==> config.mk <==
export PLATFORM = sky130hd
export DESIGN_NAME = apllcr_regs
export DESIGN_NICKNAME = d
export VERILOG_FILES = /design/src/rtl/apllcr_pkg.sv /design/src/rtl/apllcr_regs.sv
export SDC_FILE = /design/constraint.sdc
export NUM_CORES = 1
export LEC_CHECK = 0
export BUFFER_PORTS_ARGS = -buffer_cell sky130_fd_sc_hd__buf_2
export CORE_ASPECT_RATIO = 1.25
export CORE_MARGIN = 5
export CORE_UTILIZATION = 56
export DETAILED_ROUTE_END_ITERATION = 10
export PLACE_DENSITY = 0.84
export SYNTH_ARGS = -nofsm -noshare
export SYNTH_HDL_FRONTEND = slang
export SYNTH_SLANG_ARGS = --single-unit
==> constraint.sdc <==
create_clock -name core_clk -period 4.2 [get_ports core_clk]
set_input_delay 1.05 -clock core_clk [delete_from_list [all_inputs] [get_ports core_clk]]
set_output_delay 1.05 -clock core_clk [all_outputs]
set_load 0.02 [all_outputs]
==> src/rtl/apllcr_pkg.sv <==
// Register map, field positions and reset values of the PLL configuration block.
// Assumes a 32-bit Avalon-MM slave with byte offsets as addresses.
package apllcr_pkg;
  localparam logic [7:0] DIV_OFFSET = 8'h60;
  localparam logic [7:0] PWR_OFFSET = 8'h64;
  localparam logic [7:0] FRAC_OFFSET = 8'h68;
  localparam logic [7:0] SPREAD_OFFSET = 8'h6C;
  localparam int MASK_LSB = 16;
  // Divider control fields
  localparam int BYPASS_POS = 15;
  localparam int FIRST_POST_DIVIDER_LSB = 12;
  localparam int FBDIV_LSB = 0;
  localparam logic [15:0] DIV_RESET = 16'h2063;
  // Power control fields
  localparam int PDSEL_POS = 15;
  localparam int PDREQB_POS = 14;
  localparam int PDREQA_POS = 13;
  localparam int DSMOFF_POS = 12;
  localparam int LOCK_POS = 10;
  localparam int SECOND_POST_DIVIDER_LSB = 6;
  localparam int REFDIV_LSB = 0;
  localparam logic [15:0] PWR_RESET = 16'h1041;
  localparam logic [15:0] PWR_RW_MASK = 16'hF1FF;
  // Fraction control fields
  localparam int MPHASE_OFF_POS = 27;
  localparam int OSC_OFF_POS = 26;
  localparam int POST_OFF_POS = 25;
  localparam int DAC_OFF_POS = 24;
  localparam logic [27:0] FRAC_RESET = 28'h0000001;
  // Spread control fields
  localparam int SPREAD_LSB = 8;
  localparam int DIVVAL_LSB = 4;
  localparam int DOWNCTR_POS = 3;
  localparam int SSRST_POS = 2;
  localparam int MODBYP_POS = 1;
  localparam int INTBYP_POS = 0;
  localparam logic [15:0] SPREAD_RESET = 16'h0007;
  localparam logic [15:0] SPREAD_RW_MASK = 16'h1FFF;
endpackage : apllcr_pkg

==> src/rtl/apllcr_regs.sv <==
// PLL configuration and status registers behind an Avalon-MM slave.
// Assumes the analog core reports lock synchronously or via the pin filter here.
// Summary of operation
// - Upper-half mask bits gate lower-half writes, except in the unmasked fraction register
// - Bypass routes reference clock to output
// - First post divider, 1-7, resets two
// - Feedback divider applied literally, reset 0x063
// - Select one: only request B powers down
// - Select zero: feedback, reference or fraction divider change, or A
// - Request B powers down, resets zero
// - Modulator on when zero, resets one
// - Second post divider, 1-7, resets one
// - Reference divider 1-63, resets one
// - Multiphase off bit stops multi-rate outputs
// - Oscillator-output off bit stops buffered clock
// - Post output off stops other outputs
// - Converter off bit powers noise converter
// - Fraction equals value over 2^24, reset one
// - Spread percent is 0.1 times value
// - Direction zero down, one centre
// - Module bypass skips modulator, resets one
// - Integration bypass skips modulator, resets one
//
// Local design decision: the Avalon-MM slave port.
module apllcr_regs (
  input wire logic core_clk,
  input wire logic srst,
  input wire logic [7:0] avs_address,
  input wire logic avs_read,
  input wire logic avs_write,
  input wire logic [31:0] avs_writedata,
  input wire logic [3:0] avs_byteenable,
  output logic [31:0] avs_readdata,
  output logic avs_waitrequest,
  input wire logic pllLockIn,
  input wire logic referenceClockIn,
  input wire logic synthClockIn,
  output logic postDividedOutput,
  output logic [2:0] firstPostDivider,
  output logic [2:0] secondPostDivider,
  output logic [11:0] feedbackDivider,
  output logic [5:0] referenceDivider,
  output logic [23:0] fractionValue,
  output logic pllPowerDown,
  output logic modulatorOff,
  output logic multiphaseOutputOff,
  output logic oscOutputOff,
  output logic postOutputOff,
  output logic dacOff,
  output logic [4:0] spreadAmplitude,
  output logic [3:0] spreadDivider,
  output logic spreadCentre,
  output logic spreadReset,
  output logic spreadModuleBypass,
  output logic spreadIntegrationBypass
);
  logic [15:0] divCtrl_ff;
  logic [15:0] pwrCtrl_ff;
  logic [27:0] fracCtrl_ff;
  logic [15:0] spreadCtrl_ff;
  logic [31:0] readData_ff;
  logic ackPending_ff;
  logic [2:0] lockSync_ff;
  logic lockState_ff;
  logic pdPulse_ff;
  logic [31:0] wrBits;
  logic accessDone;
  logic [15:0] nxt_divCtrl;
  logic [15:0] nxt_pwrCtrl;
  logic [27:0] nxt_fracCtrl;
  logic divChanged;

  // Byte enables widen to a bit mask
  always_comb begin
    wrBits = {{8{avs_byteenable[3]}}, {8{avs_byteenable[2]}},
              {8{avs_byteenable[1]}}, {8{avs_byteenable[0]}}};
  end

  // One wait cycle per access keeps read data registered
  assign avs_waitrequest = (avs_read | avs_write) & ~ackPending_ff;
  assign accessDone = (avs_read | avs_write) & ackPending_ff;

  always_ff @(posedge core_clk) begin
    if (srst) begin
      ackPending_ff <= 1'b0;
    end else if (accessDone) begin
      ackPending_ff <= 1'b0;
    end else if (avs_read | avs_write) begin
      ackPending_ff <= 1'b1;
    end
  end

  function automatic logic [15:0] apllcr_masked(input logic [15:0] oldVal,
                                                 input logic [31:0] data,
                                                 input logic [31:0] lanes);
    logic [15:0] en;
    en = data[31:16] & lanes[31:16];
    apllcr_masked = (oldVal & ~en) | (data[15:0] & en & lanes[15:0]);
  endfunction : apllcr_masked

  always_comb begin
    nxt_divCtrl = divCtrl_ff;
    nxt_pwrCtrl = pwrCtrl_ff;
    nxt_fracCtrl = fracCtrl_ff;
    if (avs_write & accessDone) begin
      if (avs_address == apllcr_pkg::DIV_OFFSET) begin
        nxt_divCtrl = apllcr_masked(divCtrl_ff, avs_writedata, wrBits);
      end
      if (avs_address == apllcr_pkg::PWR_OFFSET) begin
        nxt_pwrCtrl = apllcr_masked(pwrCtrl_ff, avs_writedata, wrBits)
                      & apllcr_pkg::PWR_RW_MASK;
      end
      if (avs_address == apllcr_pkg::FRAC_OFFSET) begin
        // Unmasked register: plain byte-lane write
        nxt_fracCtrl = (fracCtrl_ff & ~wrBits[27:0]) | (avs_writedata[27:0] & wrBits[27:0]);
      end
    end
  end

  always_ff @(posedge core_clk) begin
    if (srst) begin
      divCtrl_ff <= apllcr_pkg::DIV_RESET;
    end else begin
      divCtrl_ff <= nxt_divCtrl;
    end
  end

  always_ff @(posedge core_clk) begin
    if (srst) begin
      pwrCtrl_ff <= apllcr_pkg::PWR_RESET;
    end else begin
      pwrCtrl_ff <= nxt_pwrCtrl;
    end
  end

  always_ff @(posedge core_clk) begin
    if (srst) begin
      fracCtrl_ff <= apllcr_pkg::FRAC_RESET;
    end else begin
      fracCtrl_ff <= nxt_fracCtrl;
    end
  end

  always_ff @(posedge core_clk) begin
    if (srst) begin
      spreadCtrl_ff <= apllcr_pkg::SPREAD_RESET;
    end else if (avs_write & accessDone & (avs_address == apllcr_pkg::SPREAD_OFFSET)) begin
      spreadCtrl_ff <= apllcr_masked(spreadCtrl_ff, avs_writedata, wrBits)
                       & apllcr_pkg::SPREAD_RW_MASK;
    end
  end

  assign divChanged = (nxt_divCtrl[11:0] != divCtrl_ff[11:0])
                    | (nxt_pwrCtrl[5:0] != pwrCtrl_ff[5:0])
                    | (nxt_fracCtrl[23:0] != fracCtrl_ff[23:0]);

  // Change pulse lasts one cycle; analog core stretches as it needs
  always_ff @(posedge core_clk) begin
    if (srst) begin
      pdPulse_ff <= 1'b0;
    end else begin
      pdPulse_ff <= divChanged;
    end
  end

  // select zero uses change or A
  always_comb begin
    if (pwrCtrl_ff[apllcr_pkg::PDSEL_POS]) begin
      pllPowerDown = pwrCtrl_ff[apllcr_pkg::PDREQB_POS];
    end else begin
      pllPowerDown = pdPulse_ff | pwrCtrl_ff[apllcr_pkg::PDREQA_POS];
    end
  end

  // Lock comes from the analog domain: three-stage filter
  always_ff @(posedge core_clk) begin
    if (srst) begin
      lockSync_ff <= 3'h0;
    end else begin
      lockSync_ff <= {lockSync_ff[1:0], pllLockIn};
    end
  end

  always_ff @(posedge core_clk) begin
    if (srst) begin
      lockState_ff <= 1'b0;
    end else if (lockSync_ff[1] == lockSync_ff[2]) begin
      lockState_ff <= lockSync_ff[2];
    end
  end

  always_ff @(posedge core_clk) begin
    if (srst) begin
      readData_ff <= 32'h0000_0000;
    end else if (avs_read & ~ackPending_ff) begin
      case (avs_address)
        apllcr_pkg::DIV_OFFSET: readData_ff <= {16'h0000, divCtrl_ff};
        apllcr_pkg::PWR_OFFSET: begin
          readData_ff <= {16'h0000, pwrCtrl_ff[15:11], lockState_ff, pwrCtrl_ff[9:0]};
        end
        apllcr_pkg::FRAC_OFFSET: readData_ff <= {4'h0, fracCtrl_ff};
        apllcr_pkg::SPREAD_OFFSET: readData_ff <= {16'h0000, spreadCtrl_ff};
        default: readData_ff <= 32'h0000_0000;
      endcase
    end
  end
  assign avs_readdata = readData_ff;

  assign postDividedOutput = divCtrl_ff[apllcr_pkg::BYPASS_POS] ? referenceClockIn
                                                                  : synthClockIn;
  assign firstPostDivider = divCtrl_ff[apllcr_pkg::FIRST_POST_DIVIDER_LSB +: 3];
  assign feedbackDivider = divCtrl_ff[apllcr_pkg::FBDIV_LSB +: 12];
  assign secondPostDivider = pwrCtrl_ff[apllcr_pkg::SECOND_POST_DIVIDER_LSB +: 3];
  assign referenceDivider = pwrCtrl_ff[apllcr_pkg::REFDIV_LSB +: 6];
  assign modulatorOff = pwrCtrl_ff[apllcr_pkg::DSMOFF_POS];
  assign fractionValue = fracCtrl_ff[23:0];
  assign multiphaseOutputOff = fracCtrl_ff[apllcr_pkg::MPHASE_OFF_POS];
  assign oscOutputOff = fracCtrl_ff[apllcr_pkg::OSC_OFF_POS];
  assign postOutputOff = fracCtrl_ff[apllcr_pkg::POST_OFF_POS];
  assign dacOff = fracCtrl_ff[apllcr_pkg::DAC_OFF_POS];
  assign spreadAmplitude = spreadCtrl_ff[apllcr_pkg::SPREAD_LSB +: 5];
  assign spreadDivider = spreadCtrl_ff[apllcr_pkg::DIVVAL_LSB +: 4];
  assign spreadCentre = spreadCtrl_ff[apllcr_pkg::DOWNCTR_POS];
  assign spreadReset = spreadCtrl_ff[apllcr_pkg::SSRST_POS];
  assign spreadModuleBypass = spreadCtrl_ff[apllcr_pkg::MODBYP_POS];
  assign spreadIntegrationBypass = spreadCtrl_ff[apllcr_pkg::INTBYP_POS];
endmodule : apllcr_regs

After elaboration in Yosys (flattened, before gate mapping)

Cells that the tools add are included.

Equality and inequality tests: 8
Multiplexer cells: 9
Bitwise logic cells: 24
Reduce and logical (&&, ||, !) cells: 4

Operators by type and width:

| cell               | number |
|---|---|
| $pmux 28 s4        | 1 |
| $and 16x16->16     | 5 |
| $and 28x28->28     | 2 |
| $mux 24            | 2 |
| $eq 8x7->1 const B | 4 |
| $or 16x16->16      | 2 |
| $not 28->28        | 1 |
| $or 28x28->28      | 1 |
| $mux 12            | 2 |
| $ne 24x24->1       | 1 |
| $not 16->16        | 1 |
| $and 13x13->13     | 1 |
| $or 13x13->13      | 1 |
| $mux 6             | 2 |
| $ne 12x12->1       | 1 |
| $ne 6x6->1         | 1 |
| $reduce_and 2->1   | 3 |
| $and 1x1->1        | 5 |
| $or 1x1->1         | 4 |
| $mux 1             | 2 |
| $reduce_or 2->1    | 1 |
| $eq 1x1->1         | 1 |
| $not 1->1          | 1 |

Register bits: 108
Input port bits: 51
Output and inout port bits: 101
Word-level logic and storage cells: 57

Logic depth before layout (Yosys ltp)

Word-level depth: 9
Depth in mapped cells: 8

Worst setup path after synthesis

OpenSTA, ideal clock, no wires.

Path kind: input port to output port
From: input avs_write
To: output avs_waitrequest
Data arrival time: 1.376 ns
Setup slack: 1.774 ns
Cell stages on the path: 2
Path buffers: 0
Cell sequence: nor2_1 -> nor2_1

Longest elaborated chain between the ends: 2

Ends and longest elaborated chain:

| item               | RTL line          | source |
|---|---|---|
| start: declaration | apllcr_regs.sv:30 | `input wire logic avs_write,` |
| $or 1x1->1         | apllcr_regs.sv:80 | `assign avs_waitrequest = (avs_read \| avs_write) & ~ackPending_ff;` |
| $and 1x1->1        | apllcr_regs.sv:80 |  |
| end: declaration   | apllcr_regs.sv:34 | `output logic avs_waitrequest,` |

No other way between the ends.

Final worst setup path

From: input avs_address[2]
To: register pwrCtrl_ff[13]

Longest elaborated chain between the ends: 2

Ends and longest elaborated chain:

| item                              | RTL line           | source |
|---|---|---|
| start: declaration                | apllcr_regs.sv:28  | `input wire logic [7:0] avs_address,` |
| $eq 8x7->1                        | apllcr_regs.sv:109 | `if (avs_address == apllcr_pkg::PWR_OFFSET) begin` |
| $reduce_and 2->1 (no source line) | n/a                |  |
| end signal: assignment            | apllcr_regs.sv:130 | `pwrCtrl_ff <= apllcr_pkg::PWR_RESET;` |
| end signal: assignment            | apllcr_regs.sv:132 | `pwrCtrl_ff <= nxt_pwrCtrl;` |
| end: declaration                  | apllcr_regs.sv:58  | `logic [15:0] pwrCtrl_ff;` |

No other way between the ends.
A chain may end at the register's enable or synchronous reset.

==> key figures <==
Yosys
  • Netlist cell types: 48
  • Post-Synth XOR/XNOR Area: 4.28%
  • Simple-Gate Fraction of Synth Area: 21.6%
  • Avg Cell Area, Syn: 8.34 µm²
  • Proportion of synthesized area in mux cells: 5.80%
  • Mapped Cells: ~640
  • Post-synthesis sequential element count: 104
  • Register area share after synthesis: 39.1%
  • Async SR Flop Fraction: 0%
  • Synth Area in Adders: 0%
  • Top FF cell, synth: dfxtp_1
  • Synth Area in Compound Gates: 21.3%
  • Largest family of logic cells by synthesized area: simple AND/OR/NAND/NOR gates
  • Ys Warns: 0
  • Post-synth EDFFs: 0
  • Post-Syn Area: 5320 µm²

Flow run
  • Max Cap Viol: 0

CTS
  • Clock sinks: 104
  • CTS buffer count: 9
  • CTS tree: done
  • CTS root buffer: clkbuf_16
  • Hold buffer count at CTS: 0
  • Worst-path clk slew: 0.07 ns
  • # resized after CTS: 0
  • Clock buffer depth: 2
  • H-tree Lvls: 3
  • Skew-Pair Late Insertion Delay: roughly 0.35 ns
  • Postcts setup bufs: 0

Timing
  • Unrepaired setup endpoints after global routing: no
  • Max Freq: between 300 and 400 MHz
  • Fin. max-slew vios: 0
  • Final setup margin: 1.40 ns
  • Setup violators final: 0
  • Hold Fails Final Rpt: 0
  • Setup_tns: 0 ns
  • Tcrit/Tclk final: 66.6%
  • Rel. slew slack: 31.0%
  • Worst Skew: between 0.005 and 0.006 ns
  • Slew at the pin closest to its max-slew limit: 1.03 ns
  • Post-layout min period: about 2.8 ns

Global route
  • First-pass GRT wire length: 26400 µm
  • Initial antenna violation count: 0
  • Grt total ovfl: 0
  • Vias in the first global route: around 5200
  • Largest net degree at the start of global routing: between 60 and 70
  • Overall Global Routing Usage: approximately 28%

Pwr
  • Leak: 0.00254 µW
  • Pwr dens: 326 nW/µm²
  • Peak supply drop: slightly above 200 µV

Detailed routing
  • DRC: 0
  • Starting DRC count in detailed routing: 623
  • Via Count: 5419
  • DRT antenna net count: 0
  • Mean number of vias per cell: 6.24
  • WL final: roughly 17000 µm
  • Drt pass-1 iters: 5
  • WL/cell: 19.3 µm

Setup path
  • Buf+Inv Stages, Crit Path: 2
  • Worst path max stage delay: about 0.46 ns
  • Slowest cell on crit path: nor2b_1
  • Worst Path Required: 4.47 ns
  • Crit path kind: in -> reg
  • Crit end category: flip-flop
  • CP startpoint kind: input pin
  • Crit path DAT: 3.07 ns
  • CP cell instances: buf_2, nor2b_1, nand4_1, buf_4, or3_1, a21oi_1
  • Largest delay share family, worst path: simple AND/OR/NAND/NOR gates
  • Reg2reg setup slack: approximately 2.2 ns
  • Critical path peak fanout: 22

Placed design
  • Port Buffers: 147
  • Gpl congestion: 0.954
  • Setup WS pre-CTS: 1.08 ns
  • Dpl hpwl: 12300 µm
  • Area post-placement: 5910 µm²

Die
  • Starting Density: 57.7%
  • Row cnt: 39
  • Die height: 119 µm
  • Die X-Extent: just under 100 µm
  • Io pins: between 150 and 200
  • Die area: 11600 µm²
  • Core Area: a little over 9000 µm²

Cells and area
  • Final Core Density: around 67%
  • Final instance area: 6220 µm²
  • Diodes inserted: 0
  • Nets: between 700 and 800
  • Share of post-route cells with drive strength above 1: ~25%
  • Area growth from synthesis to layout: 16.9%

Outcome
  • Status: finished, final reports clean

Min path
  • Hold Path Class: reg -> reg
## flip-flops by register name, summed over array words and instances (netlist names), named ones only
register	count
pwrCtrl_ff	13
ackPending_ff	1
lockState_ff	1
pdPulse_ff	1
spreadCtrl_ff	13
lockSync_ff	3
avs_readdata	28
fracCtrl_ff	24
divCtrl_ff	16
## layer usage
metal	up-vias	track usage (%)	wire (µm)
li1	2471	-	-
met1	2544	35.2	6380
met2	351	46.7	8260
met3	53	4.91	1610
met4	0	12.1	556
met5	-	0	0
## power breakdown
| part | total [µW] | switching [µW] | internal, µW |
|---|---|---|---|
| Clock | 862 | 366 | 496 |
| Combinational | 173 | 120 | 53.3 |
| Sequential | 991 | 3.40 | 988 |
## path summary, 6_finish.rpt
kind | from | endpoint | cells past startpoint
max reg2reg | ackPending_ff | spreadCtrl_ff[5] | 5
max | avs_address[2] | pwrCtrl_ff[13] | 6
min reg2reg | lockSync_ff[0] | lockSync_ff[1] | 1
min | lockSync_ff[0] | lockSync_ff[1] | 1
## logic make-up after synthesis
family / count (synthesis)
AND/OR/NAND/NOR: 229
AO/OA/AOI/OAI: 185
flip-flops: 104
buffers and inverters: 76
XOR/XNOR: 26
multiplexers: 17
other: 1
## cell usage in the layout, fill, tap and decap left out, types with 5 or more instances in the layout
cell,Yosys,routed
clkbuf_16,0,9
or3_1,13,13
a22oi_1,28,28
a21oi_1,60,60
nor2_1,45,45
mux2i_1,5,5
o311ai_0,10,10
buf_2,9,147
xor2_1,22,22
nand3_1,28,28
inv_1,9,9
nor2b_1,10,10
and2_1,10,10
nand4_1,15,15
nand2b_1,5,5
dfxtp_1,104,104
buf_4,31,9
nand2_1,79,79
a21boi_0,10,10
and3b_1,9,9
o21ai_0,52,52
mux4_2,11,11
o21bai_1,6,6
## metrics by stage
step           total power [µW]  hold WS [ns]  cells
6_report                   2030         0.454    869
5_1_grt                    2080         0.457    869
4_1_cts                    2020         0.460    869
3_5_place_dp               1180         0.452    853
3_3_place_gp               1180         0.425    853
2_1_floorplan              1120         0.414    641
## Yosys cell counts, types with 2 or more instances
library cell,count,area (µm²)
dfxtp_1,104,2080
nand2_1,79,297
a21oi_1,60,300
o21ai_0,52,260
nor2_1,45,169
buf_4,31,233
a22oi_1,28,210
nand3_1,28,140
clkbuf_1,27,101
xor2_1,22,193
nand4_1,15,93.8
or3_1,13,81.3
mux4_2,11,248
a21boi_0,10,75.1
and2_1,10,62.6
nor2b_1,10,62.6
o311ai_0,10,87.6
and3b_1,9,78.8
buf_2,9,45.0
inv_1,9,33.8
o21bai_1,6,45.0
mux2i_1,5,50.1
nand2b_1,5,31.3
nor4_1,4,25.0
xnor2_1,4,35.0
nor3_1,3,15.0
o2111ai_1,3,26.3
o2bb2ai_1,3,26.3
nor4b_4,2,47.6
o22ai_1,2,12.5
o31ai_1,2,15.0
## cell type report
cell class                 count  area (µm²)
fill                         770        3000
timing repair buffer         156         803
multi-input combinational    461        2840
inverter                       9        33.8
sequential                   104        2080
tap                          123         154
clock inverter                 4        52.6
clock buffer                  12         256
Note: power is estimated with default switching activity, not from simulation.
